**src/tpci_pkg.sv**
```systemverilog
package tpci_pkg;
   // ======================================================================
   // widths
   localparam int WIDE_W     = 16;
   localparam int NARROW_W   = 8;
   localparam int NUM_CH     = 5;
   localparam int PRESC_W    = 8;
   // ======================================================================
   // reset values
   localparam logic [15:0] WIDE_PERIOD_RST   = 16'hFFFF;
   localparam logic [7:0]  NARROW_PERIOD_RST = 8'hFF;
   localparam logic [7:0]  PRESC_RST         = 8'h00;
   // ======================================================================
   // timing: capture pulse least width, tenths of a clock period
   localparam int CAP_MIN_TENTHS = 15;
   localparam int SYNC_STAGES    = 3;
endpackage : tpci_pkg

```
**src/tpci_tick.sv**
```systemverilog
`timescale 1ns/1ps
`default_nettype none
// prescaler and period counter, one instance per timer; the wide timer uses the hold path instead in ir mode
module tpci_tick #(
   parameter int W = 8
) (
   // clock and reset
   input  wire logic               mclk,
   input  wire logic               rst_n,
   // control
   input  wire logic               enable,
   input  wire logic [7:0]         presc,
   input  wire logic [W-1:0]       period,
   // state
   output logic      [W-1:0]       count,
   output logic                    wrap
);
   logic [7:0]   div;
   logic [7:0]   next_div;
   logic [W-1:0] next_count;
   logic         next_wrap;
   logic         tick;

   always_comb begin
      next_div   = div;
      next_count = count;
      next_wrap  = 1'b0;
      tick       = 1'b0;
      if (enable) begin
         if (div >= presc) begin
            next_div = 8'h00;
            tick     = 1'b1;
         end else begin
            next_div = div + 8'h01;
         end
      end else begin
         next_div   = 8'h00;
         next_count = '0;
      end
      if (tick) begin
         if (count >= period) begin
            next_count = '0;
            next_wrap  = 1'b1;
         end else begin
            next_count = count + {{(W-1){1'b0}}, 1'b1};
         end
      end
   end

   always_ff @(posedge mclk or negedge rst_n) begin
      if (!rst_n) begin
         div   <= 8'h00;
         count <= '0;
         wrap  <= 1'b0;
      end else begin
         div   <= next_div;
         count <= next_count;
         wrap  <= next_wrap;
      end
   end
endmodule // tpci_tick
`default_nettype wire

```
**src/tpci_timers.sv**
```systemverilog
`timescale 1ns/1ps
`default_nettype none
// Contract
// wide timer: 16-bit counter, programmable prescaler, 16-bit period.
// wide timer has five channels, each with own 16-bit compare value.
// each wide channel selects pwm output or input edge capture.
// ir mode: wide counts narrow-0 periods, output ANDed with narrow-0.
// two narrow timers: 8-bit counter, own prescaler, 8-bit period.
// each narrow timer has one 8-bit compare channel used as pwm.
// capture inputs synchronised; pulses held at least 1.5 clocks. Code needs two agreeing samples, so pulses under 2 clocks can be missed.
// counters step per tick, return to zero after reaching period.
module tpci_timers (
   // clock and reset
   input  wire logic        mclk,
   input  wire logic        rst_n,
   // wide timer control
   input  wire logic        wide_en,
   input  wire logic        ir_mode,
   input  wire logic [7:0]  wide_presc,
   input  wire logic [15:0] wide_period,
   input  wire logic [79:0] wide_cmp,
   input  wire logic [4:0]  ch_capture,
   // capture pins
   input  wire logic [4:0]  cap_in,
   // narrow timers control
   input  wire logic [1:0]  narrow_en,
   input  wire logic [15:0] narrow_presc,
   input  wire logic [15:0] narrow_period,
   input  wire logic [15:0] narrow_cmp,
   // outputs
   output logic [4:0]       wide_pwm,
   output logic [79:0]      cap_value,
   output logic [4:0]       cap_event,
   output logic [1:0]       narrow_pwm,
   output logic             ir_out,
   output logic [15:0]      wide_count
);
   // ======================================================================
   // narrow timers
   logic [7:0] ncount [2];
   logic [1:0] nwrap;
   logic [1:0] next_narrow_pwm;

   genvar n;
   generate
      for (n = 0; n < 2; n++) begin : g_narrow
         tpci_tick #(.W(tpci_pkg::NARROW_W)) u_tick (
            .mclk   (mclk),
            .rst_n  (rst_n),
            .enable (narrow_en[n]),
            .presc  (narrow_presc[8*n +: 8]),
            .period (narrow_period[8*n +: 8]),
            .count  (ncount[n]),
            .wrap   (nwrap[n])
         );
         always_comb begin
            next_narrow_pwm[n] = narrow_en[n] &&
               (ncount[n] < narrow_cmp[8*n +: 8]);
         end
      end
   endgenerate

   // ======================================================================
   // wide timer; in ir mode it steps once per narrow-0 period
   logic [15:0] wcount;
   logic        wwrap;
   logic [7:0]  eff_presc;
   logic        wide_run;

   always_comb begin
      eff_presc = ir_mode ? 8'h00 : wide_presc;
      wide_run  = wide_en && (!ir_mode || nwrap[0]);
   end

   // gating enable would reset the count, so ir mode holds it via hold path
   logic [15:0] hold_count;
   logic [15:0] next_hold;
   logic        hold_wrap;
   logic        next_hold_wrap;

   tpci_tick #(.W(tpci_pkg::WIDE_W)) u_wide (
      .mclk   (mclk),
      .rst_n  (rst_n),
      .enable (wide_en && !ir_mode),
      .presc  (eff_presc),
      .period (wide_period),
      .count  (wcount),
      .wrap   (wwrap)
   );

   always_comb begin
      next_hold      = hold_count;
      next_hold_wrap = 1'b0;
      if (!(wide_en && ir_mode)) begin
         next_hold = 16'h0000;
      end else if (wide_run) begin
         if (hold_count >= wide_period) begin
            next_hold      = 16'h0000;
            next_hold_wrap = 1'b1;
         end else begin
            next_hold = hold_count + 16'h0001;
         end
      end
   end

   logic [15:0] cur_count;
   always_comb begin
      cur_count = ir_mode ? hold_count : wcount;
   end

   // ======================================================================
   // capture synchronisers: three stages, change counts when 2 and 3 agree
   logic [4:0] s1, s2, s3, lvl;
   logic [4:0] next_lvl;
   logic [4:0] next_wide_pwm;
   logic [4:0] next_cap_event;
   logic [79:0] next_cap_value;
   logic       next_ir;

   genvar c;
   generate
      for (c = 0; c < tpci_pkg::NUM_CH; c++) begin : g_ch
         always_comb begin
            next_lvl[c] = (s2[c] == s3[c]) ? s3[c] : lvl[c];
            next_cap_event[c] = ch_capture[c] && wide_en &&
               (next_lvl[c] != lvl[c]);
            next_cap_value[16*c +: 16] = next_cap_event[c] ?
               cur_count : cap_value[16*c +: 16];
            next_wide_pwm[c] = !ch_capture[c] && wide_en &&
               (cur_count < wide_cmp[16*c +: 16]);
         end
      end
   endgenerate

   always_comb begin
      next_ir = next_wide_pwm[0] && next_narrow_pwm[0] && ir_mode;
   end

   always_ff @(posedge mclk or negedge rst_n) begin
      if (!rst_n) begin
         s1         <= 5'h00;
         s2         <= 5'h00;
         s3         <= 5'h00;
         lvl        <= 5'h00;
         hold_count <= 16'h0000;
         hold_wrap  <= 1'b0;
         wide_pwm   <= 5'h00;
         cap_event  <= 5'h00;
         cap_value  <= '0;
         narrow_pwm <= 2'h0;
         ir_out     <= 1'b0;
         wide_count <= 16'h0000;
      end else begin
         s1         <= cap_in;
         s2         <= s1;
         s3         <= s2;
         lvl        <= next_lvl;
         hold_count <= next_hold;
         hold_wrap  <= next_hold_wrap;
         wide_pwm   <= next_wide_pwm;
         cap_event  <= next_cap_event;
         cap_value  <= next_cap_value;
         narrow_pwm <= next_narrow_pwm;
         ir_out     <= next_ir;
         wide_count <= cur_count;
      end
   end

   // ======================================================================
   // checks
   property p_cap_val;
      @(posedge mclk) disable iff (!rst_n)
         cap_event[2] |-> cap_value[47:32] == $past(cur_count);
   endproperty
   a_cap_val: assert property (p_cap_val) else $error("capture value wrong");

   property p_ir_and;
      @(posedge mclk) disable iff (!rst_n)
         ir_out |-> narrow_pwm[0] && wide_pwm[0] && $past(ir_mode);
   endproperty
   a_ir_and: assert property (p_ir_and) else $error("ir not anded");

   property p_wrap;
      @(posedge mclk) disable iff (!rst_n)
         (!ir_mode && wwrap) |-> wcount == 16'h0000;
   endproperty
   a_wrap: assert property (p_wrap) else $error("wide wrap not zero");

   property p_period;
      @(posedge mclk) disable iff (!rst_n)
         $stable(wide_period) && !ir_mode |-> wcount <= wide_period ||
            $past(wcount) > wide_period;
   endproperty
   a_period: assert property (p_period) else $error("wide over period");

   // two agreeing samples past the first stage must move the level
   property p_sync;
      @(posedge mclk) disable iff (!rst_n)
         $rose(s2[2]) ##1 s2[2] |-> ##1 lvl[2];
   endproperty
   a_sync: assert property (p_sync) else $error("capture edge missed");

   property p_npwm;
      @(posedge mclk) disable iff (!rst_n)
         narrow_pwm[1] |-> $past(narrow_en[1]) &&
            ($past(ncount[1]) < $past(narrow_cmp[15:8]));
   endproperty
   a_npwm: assert property (p_npwm) else $error("narrow pwm wrong");

   property p_nper;
      @(posedge mclk) disable iff (!rst_n)
         nwrap[0] |-> ncount[0] == 8'h00;
   endproperty
   a_nper: assert property (p_nper) else $error("narrow wrap not zero");

   property p_wpwm;
      @(posedge mclk) disable iff (!rst_n)
         wide_pwm[4] |-> $past(wide_en) &&
            ($past(cur_count) < $past(wide_cmp[79:64]));
   endproperty
   a_wpwm: assert property (p_wpwm) else $error("wide pwm wrong");

   property p_hold_wrap;
      @(posedge mclk) disable iff (!rst_n)
         hold_wrap |-> hold_count == 16'h0000;
   endproperty
   a_hold_wrap: assert property (p_hold_wrap) else $error("ir wrap not zero");
endmodule // tpci_timers
`default_nettype wire
```
**config.mk**
```make
export PLATFORM = sky130hd
export DESIGN_NAME = tpci_timers
export DESIGN_NICKNAME = d
export VERILOG_FILES = /design/src/tpci_pkg.sv /design/src/tpci_tick.sv /design/src/tpci_timers.sv
export SDC_FILE = /design/constraint.sdc
export NUM_CORES = 1
export LEC_CHECK = 0
export BUFFER_PORTS_ARGS = -buffer_cell sky130_fd_sc_hd__buf_2
export CAP_MARGIN = 20
export CORE_ASPECT_RATIO = 1.4
export CORE_MARGIN = 5
export CORE_UTILIZATION = 30
export CTS_BUF_LIST = sky130_fd_sc_hd__clkbuf_4
export CTS_CLUSTER_SIZE = 10
export DETAILED_ROUTE_END_ITERATION = 16
export GPL_TIMING_DRIVEN = 0
export SKIP_CTS_REPAIR_TIMING = 1
export SKIP_LAST_GASP = 1
export SLEW_MARGIN = 20
export SYNTH_ARGS = -nofsm -noshare
export SYNTH_HDL_FRONTEND = slang
export SYNTH_SLANG_ARGS = --single-unit
```
**constraint.sdc**
```tcl
create_clock -name mclk -period 7.4 [get_ports mclk]
set_input_delay 0 -clock mclk [delete_from_list [all_inputs] [get_ports mclk]]
set_output_delay 0 -clock mclk [all_outputs]
set_load 0.05 [all_outputs]
```
==> flow_metrics.tcl, run 1 <==
set metrics [dict create \
    async_reset_ff_share_pct 100 \
    cp.required_ps 8000 \
    grt_max_degree 96 \
    cp.arrival_ps 4780 \
    cts_root_buf "clkbuf_4" \
    maxSlewHeadroom_pct 31.0 \
    nNetsFinal 2027 \
    wl_met2_um 20600 \
    h-tree-depth 2 \
    stdcell_count 2271 \
    synth_compound_area_share_pct 16.3 \
    synth-warning-count 0 \
    dr.pass1.iters 6 \
    synth_top_area_share_pct 41.6 \
    endpoint_kind "flop" \
    numCtsBuffers 55 \
    num_io_pins 277 \
    top_layer "met4" \
    wl_met1_um 15000 \
    p_leak_uw 0.00855 \
    synth.distinct_cells 62 \
    ys_seq_area_share_pct 41.6 \
    gp_congestion 0.909 \
    final_cell_mix "buf_2, dfrtp_1, inv_1, ha_1, nor2_1" \
    nFillCells 4078 \
    fp.dieH_um 248 \
    synth_adder_area_share_pct 17.7 \
    final_common_cell "buf_2" \
    yosys.area_share.xor_xnor_pct 1.73 \
    reg2reg_from "hold_count[9]" \
    power_density_nw_per_um2 216 \
    clock_sinks 202 \
    tightest_slew_ps 1010 \
    clock.fmax_ghz 0.239 \
    clk_pin_slew_ps 70 \
    dp.final_hpwl_um 30800 \
    ys_ff_latch 202 \
    routedWlPerCell_um 17.7 \
    clock_skew_ps 70.1 \
    grt_pass1_vias 11400 \
    route.antenna.remaining_nets 0 \
    synth_largest_area_cell "dfrtp_1" \
    synthCells 1308 \
    fp.dieArea_um2 44700 \
    synth_area_um2 12200 \
    ys_top_cells_by_area "dfrtp_1, ha_1, inv_1" \
    min_period_ps 4180 \
    antenna_found_initial 5 \
    drc 0 \
    placed_cells 2120 \
    slew_viol_final 0 \
    holdWs_ps 57.5 \
    synth-simple-area-share_pct 14.1 \
    hold_class "in2reg" \
    cp_max_fo 6 \
    tns_ps 0 \
    min_from "narrow_presc[4]" \
    startpoint_type "flop" \
    syn_avg_cell_area_um2 9.30 \
    areaGrowthSynthToFinish_pct 27.9 \
    die_x_um 180 \
    setup_violations 0 \
    rsz0062_at_grt "no" \
    met3_length_um 2520 \
    maxCapViolCount 0 \
    hold_viol_final 0 \
    via_per_inst 4.90 \
    preCtsSetupSlack_ps 3920 \
    worst_slack_ps 3220 \
    wirelength_um 40100 \
    status "complete, no violations" \
    routed-via-count 11100 \
    ys_dominant_reg_cell "dfrtp_1" \
    grt_pass1_wl_um 62000 \
    synth_top_family_by_area "adder cells" \
    grt_overflow_total 0 \
    cts_buffer_depth 3 \
    synth_edf_count 0 \
    critPathKind "reg2reg" \
    grt_usage_pct 17.4 \
    core_um2 40200 \
    final_layout_size_suffix_gt1_share_pct 24.1 \
    start_util_pct 30.3 \
    cts_tree "yes" \
    crit_start "hold_count[9]" \
    synthMuxAreaShare_pct 1.57 \
    finalCritPeriodShare_pct 56.4 \
    port_buffers 275 \
    syn_nets 1644 \
    clkLatencyLatePin_ps 730 \
    drtIter0Drc 705 \
    irDropWorstVdd_v 0.000117 \
    rows 87 \
]
[state kept, by name, indices dropped and copies added, names as in the netlist]
signal / count
g_narrow.u_tick.div: 16
wide_pwm: 5
cap_event: 5
s1: 5
g_narrow.u_tick.wrap: 1
narrow_pwm: 2
hold_count: 16
s3: 5
s2: 5
g_narrow.u_tick.count: 16
wide_count: 16
lvl: 5
u_wide.div: 8
cap_value: 80
u_wide.count: 16
ir_out: 1
[stage by stage]
step / cell area [um2] / total power [uW] / util, %
CTS: 15000 / 3390 / 37.5
floorplan: 12200 / 1980 / -
global route: 15600 / 3540 / 38.7
detailed placement: 14300 / 2300 / 35.6
global placement: 14200 / 2280 / 35.4
finish: 15600 / 3360 / 38.7
[report_power, final]
part / switching [uW] / internal, uW / total, uW
logic: 715 / 252 / 967
clock network: 495 / 568 / 1060
registers: 86.2 / 1240 / 1330
total: 1300 / 2060 / 3360
[worst max-delay path: stages (launching register included)]
cell and delay, ps:
dfrtp_1 470, mux2i_2 710, inv_1 370, ha_1 400
a21o_1 180, a21oi_1 130, nor2_1 60, a211oi_1 340
o2111ai_1 140, dlygate4sd3_1 590, a21oi_1 110, dlygate4sd3_1 550
[area by class of cell]
class / count / area (um2) / area share, %
Buffer: 39 / 205 / 1.32
Inverter: 174 / 653 / 4.20
Sequential cell: 202 / 5050 / 32.5
Clock buffer: 81 / 608 / 3.91
Multi-Input combinational cell: 893 / 6290 / 40.4
Tap cell: 534 / 668 / 4.29
Clock inverter: 17 / 119 / 0.764
Timing Repair Buffer: 326 / 1950 / 12.5
Antenna cell: 5 / 12.5 / 0.0804
[per-layer routing]
layer / vias up / track usage, %
li1: 5349 / -
met1: 5313 / 18.9
met2: 361 / 32.0
met3: 110 / 3.75
met4: 0 / 8.41
met5: - / 0
[worst paths after layout]
kind                                                to  slack [ps]  cells past startpoint
max                                        wide_pwm[4]        3220                     11
min                        g_narrow[0].u_tick.count[0]          60                      7
max reg2reg                                wide_pwm[4]        3220                     11
min reg2reg                                      s2[2]         350                      0
max in group asynchronous                        s1[1]        6130                      5
min in group asynchronous                cap_value[79]         360                      4
[synthesized netlist by cell type, types with 5 or more instances]
cell,count
buf_2,20
nand2b_1,10
nor2_1,153
nor3_1,9
o21ai_0,34
o2111ai_1,5
o211ai_1,13
xor2_1,16
a211o_1,6
inv_1,174
o21a_1,5
a21oi_1,124
nand3_1,54
o21ai_1,14
maj3_1,5
a22o_1,14
clkbuf_1,14
a31oi_1,29
nand4_1,10
mux2i_1,18
dfrtp_1,202
nand2_1,66
xnor2_1,8
nor4_1,5
a211oi_1,13
ha_1,168
nor2b_1,12
and3_1,26
a21o_1,25
[logic make-up (layout without fill, tap and decap cells)]
group | count (synthesis) | count (layout)
flops | 202 | 202
xor+xnor | 24 | 24
simple gates | 364 | 364
fa+ha+maj | 173 | 173
buf+inv | 213 | 637
compound gates | 313 | 313
mux | 19 | 19
other cells | 0 | 5
(Power assumes the default switching activity.)
==> run 2, diff against run 1 <==
Clock period 7.4 ns to 3.75 ns, I/O delays scaled along.
==> run 2 against run 1 <==
Compared with the run above:
- the flow now finishes with violations (negative hold slack)
- critical path depth is 1 lower
- clock skew is 6.7 ps lower
- sequential cell count stayed put
- die area unchanged
- fmax rose by 18%
- routed wire length is 0.50% higher
==> flow_metrics.tcl, run 2 (synthesis gave the netlist of run 1 again) <==
set metrics [dict create \
    antenna_found_initial 5 \
    gp_congestion 0.909 \
    min_period_ps 3540 \
    maxSlewHeadroom_pct 29.3 \
    cts_buffer_depth 3 \
    route.antenna.remaining_nets 0 \
    largest_register_ffs 80 \
    cp.required_ps 4350 \
    tightest_slew_ps 1030 \
    grt_overflow_total 0 \
    irDropWorstVdd_v 0.000230 \
    numCtsBuffers 55 \
    slew_viol_final 0 \
    areaGrowthSynthToFinish_pct 29.2 \
    maxCapViolCount 0 \
    startpoint_type "flop" \
    nNetsFinal 2043 \
    grt_pass1_vias 11400 \
    fin_area_um2 15700 \
    clkLatencyLatePin_ps 720 \
    grt_pass1_wl_um 62000 \
    status "finished with violations" \
    drc 0 \
    core_um2 40200 \
    clock_skew_ps 63.5 \
    num_io_pins 277 \
    regMostFlops "cap_value" \
    final_cell_mix "buf_2, dfrtp_1, inv_1, ha_1, nor2_1" \
    rsz0062_at_grt "no" \
    dr.pass1.iters 5 \
    cp_max_fo 6 \
    routedWlPerCell_um 17.6 \
    power_density_nw_per_um2 422 \
    h-tree-depth 2 \
    port_buffers 275 \
    grt_max_degree 96 \
    holdWs_ps -34.6 \
    critPathKind "reg2reg" \
    wirelength_um 40300 \
    final_layout_size_suffix_gt1_share_pct 23.9 \
    hold_class "in2reg" \
    drtIter0Drc 711 \
    setup_violations 0 \
    nFillCells 4044 \
    clock_sinks 202 \
    violations "negative hold slack" \
    rows 87 \
    grt_usage_pct 17.4 \
    fp.dieArea_um2 44700 \
    p_leak_uw 0.00860 \
    finalCritPeriodShare_pct 94.5 \
    finish.utilization_pct 39.1 \
    start_util_pct 30.3 \
    via_per_inst 4.87 \
    clk_pin_slew_ps 70 \
    cts_root_buf "clkbuf_4" \
    cp.arrival_ps 4140 \
    die_x_um 180 \
    hold_viol_final 1 \
    cts_tree "yes" \
    final_common_cell "buf_2" \
    dp.final_hpwl_um 30800 \
    dpl_cell_area_um2 14300 \
    fp.dieH_um 248 \
    routed-via-count 11100 \
    endpoint_kind "flop" \
    clock.fmax_ghz 0.282 \
]
run 2: cell count changes in the layout (fill, tap and decap cells not counted), sizes merged:
cell / previous run / this run
dlygate4sd3: 47 / 63
run 2: final cells by class:
cell class	instances	area (um2)	share of cell area (%)
Sequential cell	202	5050	32.2
Tap cell	534	668	4.25
Timing Repair Buffer	342	2110	13.4
Inverter	174	653	4.16
Clock buffer	81	608	3.87
Multi-Input combinational cell	893	6290	40.0
Clock inverter	17	119	0.756
Buffer	39	205	1.31
Antenna cell	5	12.5	0.0796
run 2: path summary, 6_finish.rpt:
check,to,start,slack (ps),depth (start not counted)
worst max-delay path,wide_pwm[3],hold_count[9],210,10
worst min-delay path,wide_pwm[4],wide_cmp[75],-30,6
worst max register to register,wide_pwm[3],hold_count[9],210,10
worst min register to register,s2[2],s1[2],350,0
max in group asynchronous,s1[1],rst_n,2490,5
min in group asynchronous,cap_value[79],rst_n,370,4
run 2: where the power goes:
group	total [uW]	switching (uW)	internal, uW
sequential	2620	171	2450
combinational	1920	1410	503
clock	2100	978	1120
run 2: critical path, stage by stage (launching register included):
cell,delay [ps]
dfrtp_1,460
mux2i_2,710
inv_1,370
ha_1,400
a21o_1,180
a21oi_1,140
nor2_1,60
a211oi_1,240
o2111ai_1,140
dlygate4sd3_1,600
a21oi_1,130
run 2: metrics by stage:
| step | TNS, ps | worst slack, ps | power (uW) | cells |
|---|---|---|---|---|
| after floorplan | 0 | 1410 | 3920 | 1308 |
| after global placement | -171650 | -897 | 4500 | 2117 |
| after detailed placement | 0 | 273 | 4540 | 2120 |
| after CTS | 0 | 346 | 6680 | 2218 |
| after global routing | 0 | 71.7 | 7000 | 2286 |
| final | 0 | 208 | 6630 | 2287 |
run 2: routing by layer:
layer  vias up  wire (um)  global-route usage (%)
met5         -          0                       0
met4         0       1910                    8.41
met3       105       2470                    3.75
met2       351      20800                    32.0
met1      5308      15100                    18.9
li1       5377          -                       -
==> run 3, diff against run 2 <==
Settings changed: BUFFER_PORTS_ARGS -buffer_cell sky130_fd_sc_hd__buf_2 to not set, DONT_BUFFER_PORTS set to 1.
==> run 3 against run 2 <==
Compared with the run above:
- the run still ends with negative hold slack left
- sequential cell count unchanged
- non-clock buffer count down 241
- hold slack worse by 970 ps
- cell count down 11%
- utilization down 2.9 points
- sequential power up 37%
- critical endpoint is now wide_pwm[1]
- largest cell class unchanged
==> flow_metrics.tcl, run 3 (synthesis gave the netlist of run 1 again) <==
set metrics [dict create \
    power_density_nw_per_um2 425 \
    startpoint_type "flop" \
    reg2reg_from "hold_count[9]" \
    stdcell_count 2041 \
    grt_pass1_vias 10100 \
    regMostFlops "cap_value" \
    wirelength_um 39600 \
    routed-via-count 10300 \
    final_cell_mix "dfrtp_1, inv_1, ha_1, nor2_1, a21oi_1" \
    violations "negative hold slack" \
    critPathKind "reg2reg" \
    grt_usage_pct 16.5 \
    endpoint_kind "flop" \
    die_x_um 180 \
    drc 0 \
    maxCapViolCount 0 \
    numCtsBuffers 54 \
    clock.fmax_ghz 0.273 \
    cp.required_ps 4370 \
    slew_viol_final 0 \
    holdWs_ps -1000 \
    status "finished with violations" \
    rows 87 \
    nFillCells 4048 \
    cp.arrival_ps 4280 \
    power_uw 6180 \
    cellInternalPower_uw 3720 \
    drtIter0Drc 447 \
    clk_pin_slew_ps 80 \
    cts_root_buf "clkbuf_4" \
    r2r-end "wide_pwm[1]" \
    final_common_cell "dfrtp_1" \
    finalCritPeriodShare_pct 97.7 \
    gp_congestion 0.852 \
    grt_max_degree 203 \
    clock_skew_ps 63.2 \
    fp.dieH_um 248 \
    min_period_ps 3660 \
    irDropWorstVdd_v 0.000185 \
    hold_class "in2async" \
    dr.pass1.iters 5 \
    grt_overflow_total 0 \
    final_layout_size_suffix_gt1_share_pct 8.64 \
    finish.utilization_pct 36.2 \
    clkLatencyLatePin_ps 720 \
    route.antenna.remaining_nets 0 \
    worst_slack_ps 86.0 \
    dp.final_hpwl_um 29500 \
    h-tree-depth 2 \
    hold_viol_final 202 \
    maxSlewHeadroom_pct 27.9 \
    preCtsSetupSlack_ps 47.3 \
    core_um2 40200 \
    clock_sinks 202 \
    r2r_cells 10 \
    largest_register_ffs 80 \
    cts_buffer_depth 3 \
    antenna_found_initial 2 \
    tightest_slew_ps 1050 \
    fp.dieArea_um2 44700 \
    netSwitchingPower_uw 2460 \
    nNetsFinal 1801 \
    r2r_slack_ps 90 \
    seqPwrFrac_pct 58.0 \
    pwr-share-comb_pct 9.7 \
    p_leak_uw 0.00754 \
    areaGrowthSynthToFinish_pct 19.6 \
    port_buffers 0 \
    cp_max_fo 6 \
    setup_violations 0 \
    placed_cells 1842 \
    power_frac_clock_pct 32.3 \
    via_per_inst 5.06 \
    routedWlPerCell_um 19.4 \
    switching_share_pct 39.7 \
    cts_tree "yes" \
    num_io_pins 277 \
    grt_pass1_wl_um 58100 \
    start_util_pct 30.3 \
]
==> run 3: cell types whose count changed in the layout (fill, tap and decap cells not counted), moves of 2 or more <==
cell / previous run / this run
diode_2: 5 / 2
dlygate4sd3_1: 63 / 100
buf_2: 294 / 20
mux2i_1: 7 / 12
clkbuf_4: 81 / 77
buf_16: 3 / 0
mux2i_2: 11 / 6
clkinv_1: 12 / 14
==> run 3: worst max-delay path by stage <==
stage | startpoint | to | slack (ps) | cells after the start
CTS | hold_count[4] | ir_out | 250 | 9
detailed placement | ir_mode | ir_out | 50 | 11
global placement | hold_count[9] | ir_out | -140 | 8
floorplan | hold_count[9] | wide_pwm[0] | 1410 | 8
finish | hold_count[9] | wide_pwm[1] | 90 | 10
global route | hold_count[9] | wide_pwm[1] | -80 | 10
==> run 3: power by group through the flow <==
| stage | Combinational, uW | Sequential (uW) | Clock [uW] |
|---|---|---|---|
| floorplan | 418 | 3500 | 0 |
| global placement | 500 | 3640 | 0 |
| detailed placement | 524 | 3640 | 0 |
| CTS | 529 | 3600 | 2090 |
| global route | 694 | 3620 | 2190 |
| finish | 601 | 3590 | 1990 |
==> run 3: per-stage QoR <==
step           setup TNS, ps  instance area, um2  hold WS (ps)
2_1_floorplan              0               12200          -296
3_3_place_gp            -214               12800          -288
3_5_place_dp               0               12900          -288
4_1_cts                    0               13500         -1110
5_1_grt                -78.6               14500         -1090
6_report                   0               14500         -1000
==> run 3: worst max-delay path, stage by stage (launching register included) <==
cell,delay [ps]
dfrtp_1,490
mux2i_2,690
inv_1,380
ha_1,410
a21oi_1,150
o21ai_0,110
a21o_1,190
a211oi_1,260
o211ai_1,130
dlygate4sd3_1,610
a21oi_1,140
==> run 3: per-layer routing <==
layer	part of all wire [%]	track usage, %	vias to the layer above
met5	0	0	-
li1	-	-	4911
met3	6.0	4.37	102
met2	52	30.4	338
met1	37	17.5	4982
met4	5.0	7.97	0
==> run 3: layout make-up <==
| type | instances | area (um2) | share of cell area (%) |
|---|---|---|---|
| diodes | 2 | 5.00 | 0.0344 |
| plain buffers | 39 | 205 | 1.41 |
| clock buffers | 77 | 578 | 3.97 |
| clock inverters | 19 | 100 | 0.688 |
| inverters | 174 | 653 | 4.49 |
| multi-input cells | 893 | 6270 | 43.1 |
| flip-flops and latches | 202 | 5050 | 34.8 |
| well taps | 534 | 668 | 4.59 |
| repair buffers | 101 | 1010 | 6.93 |
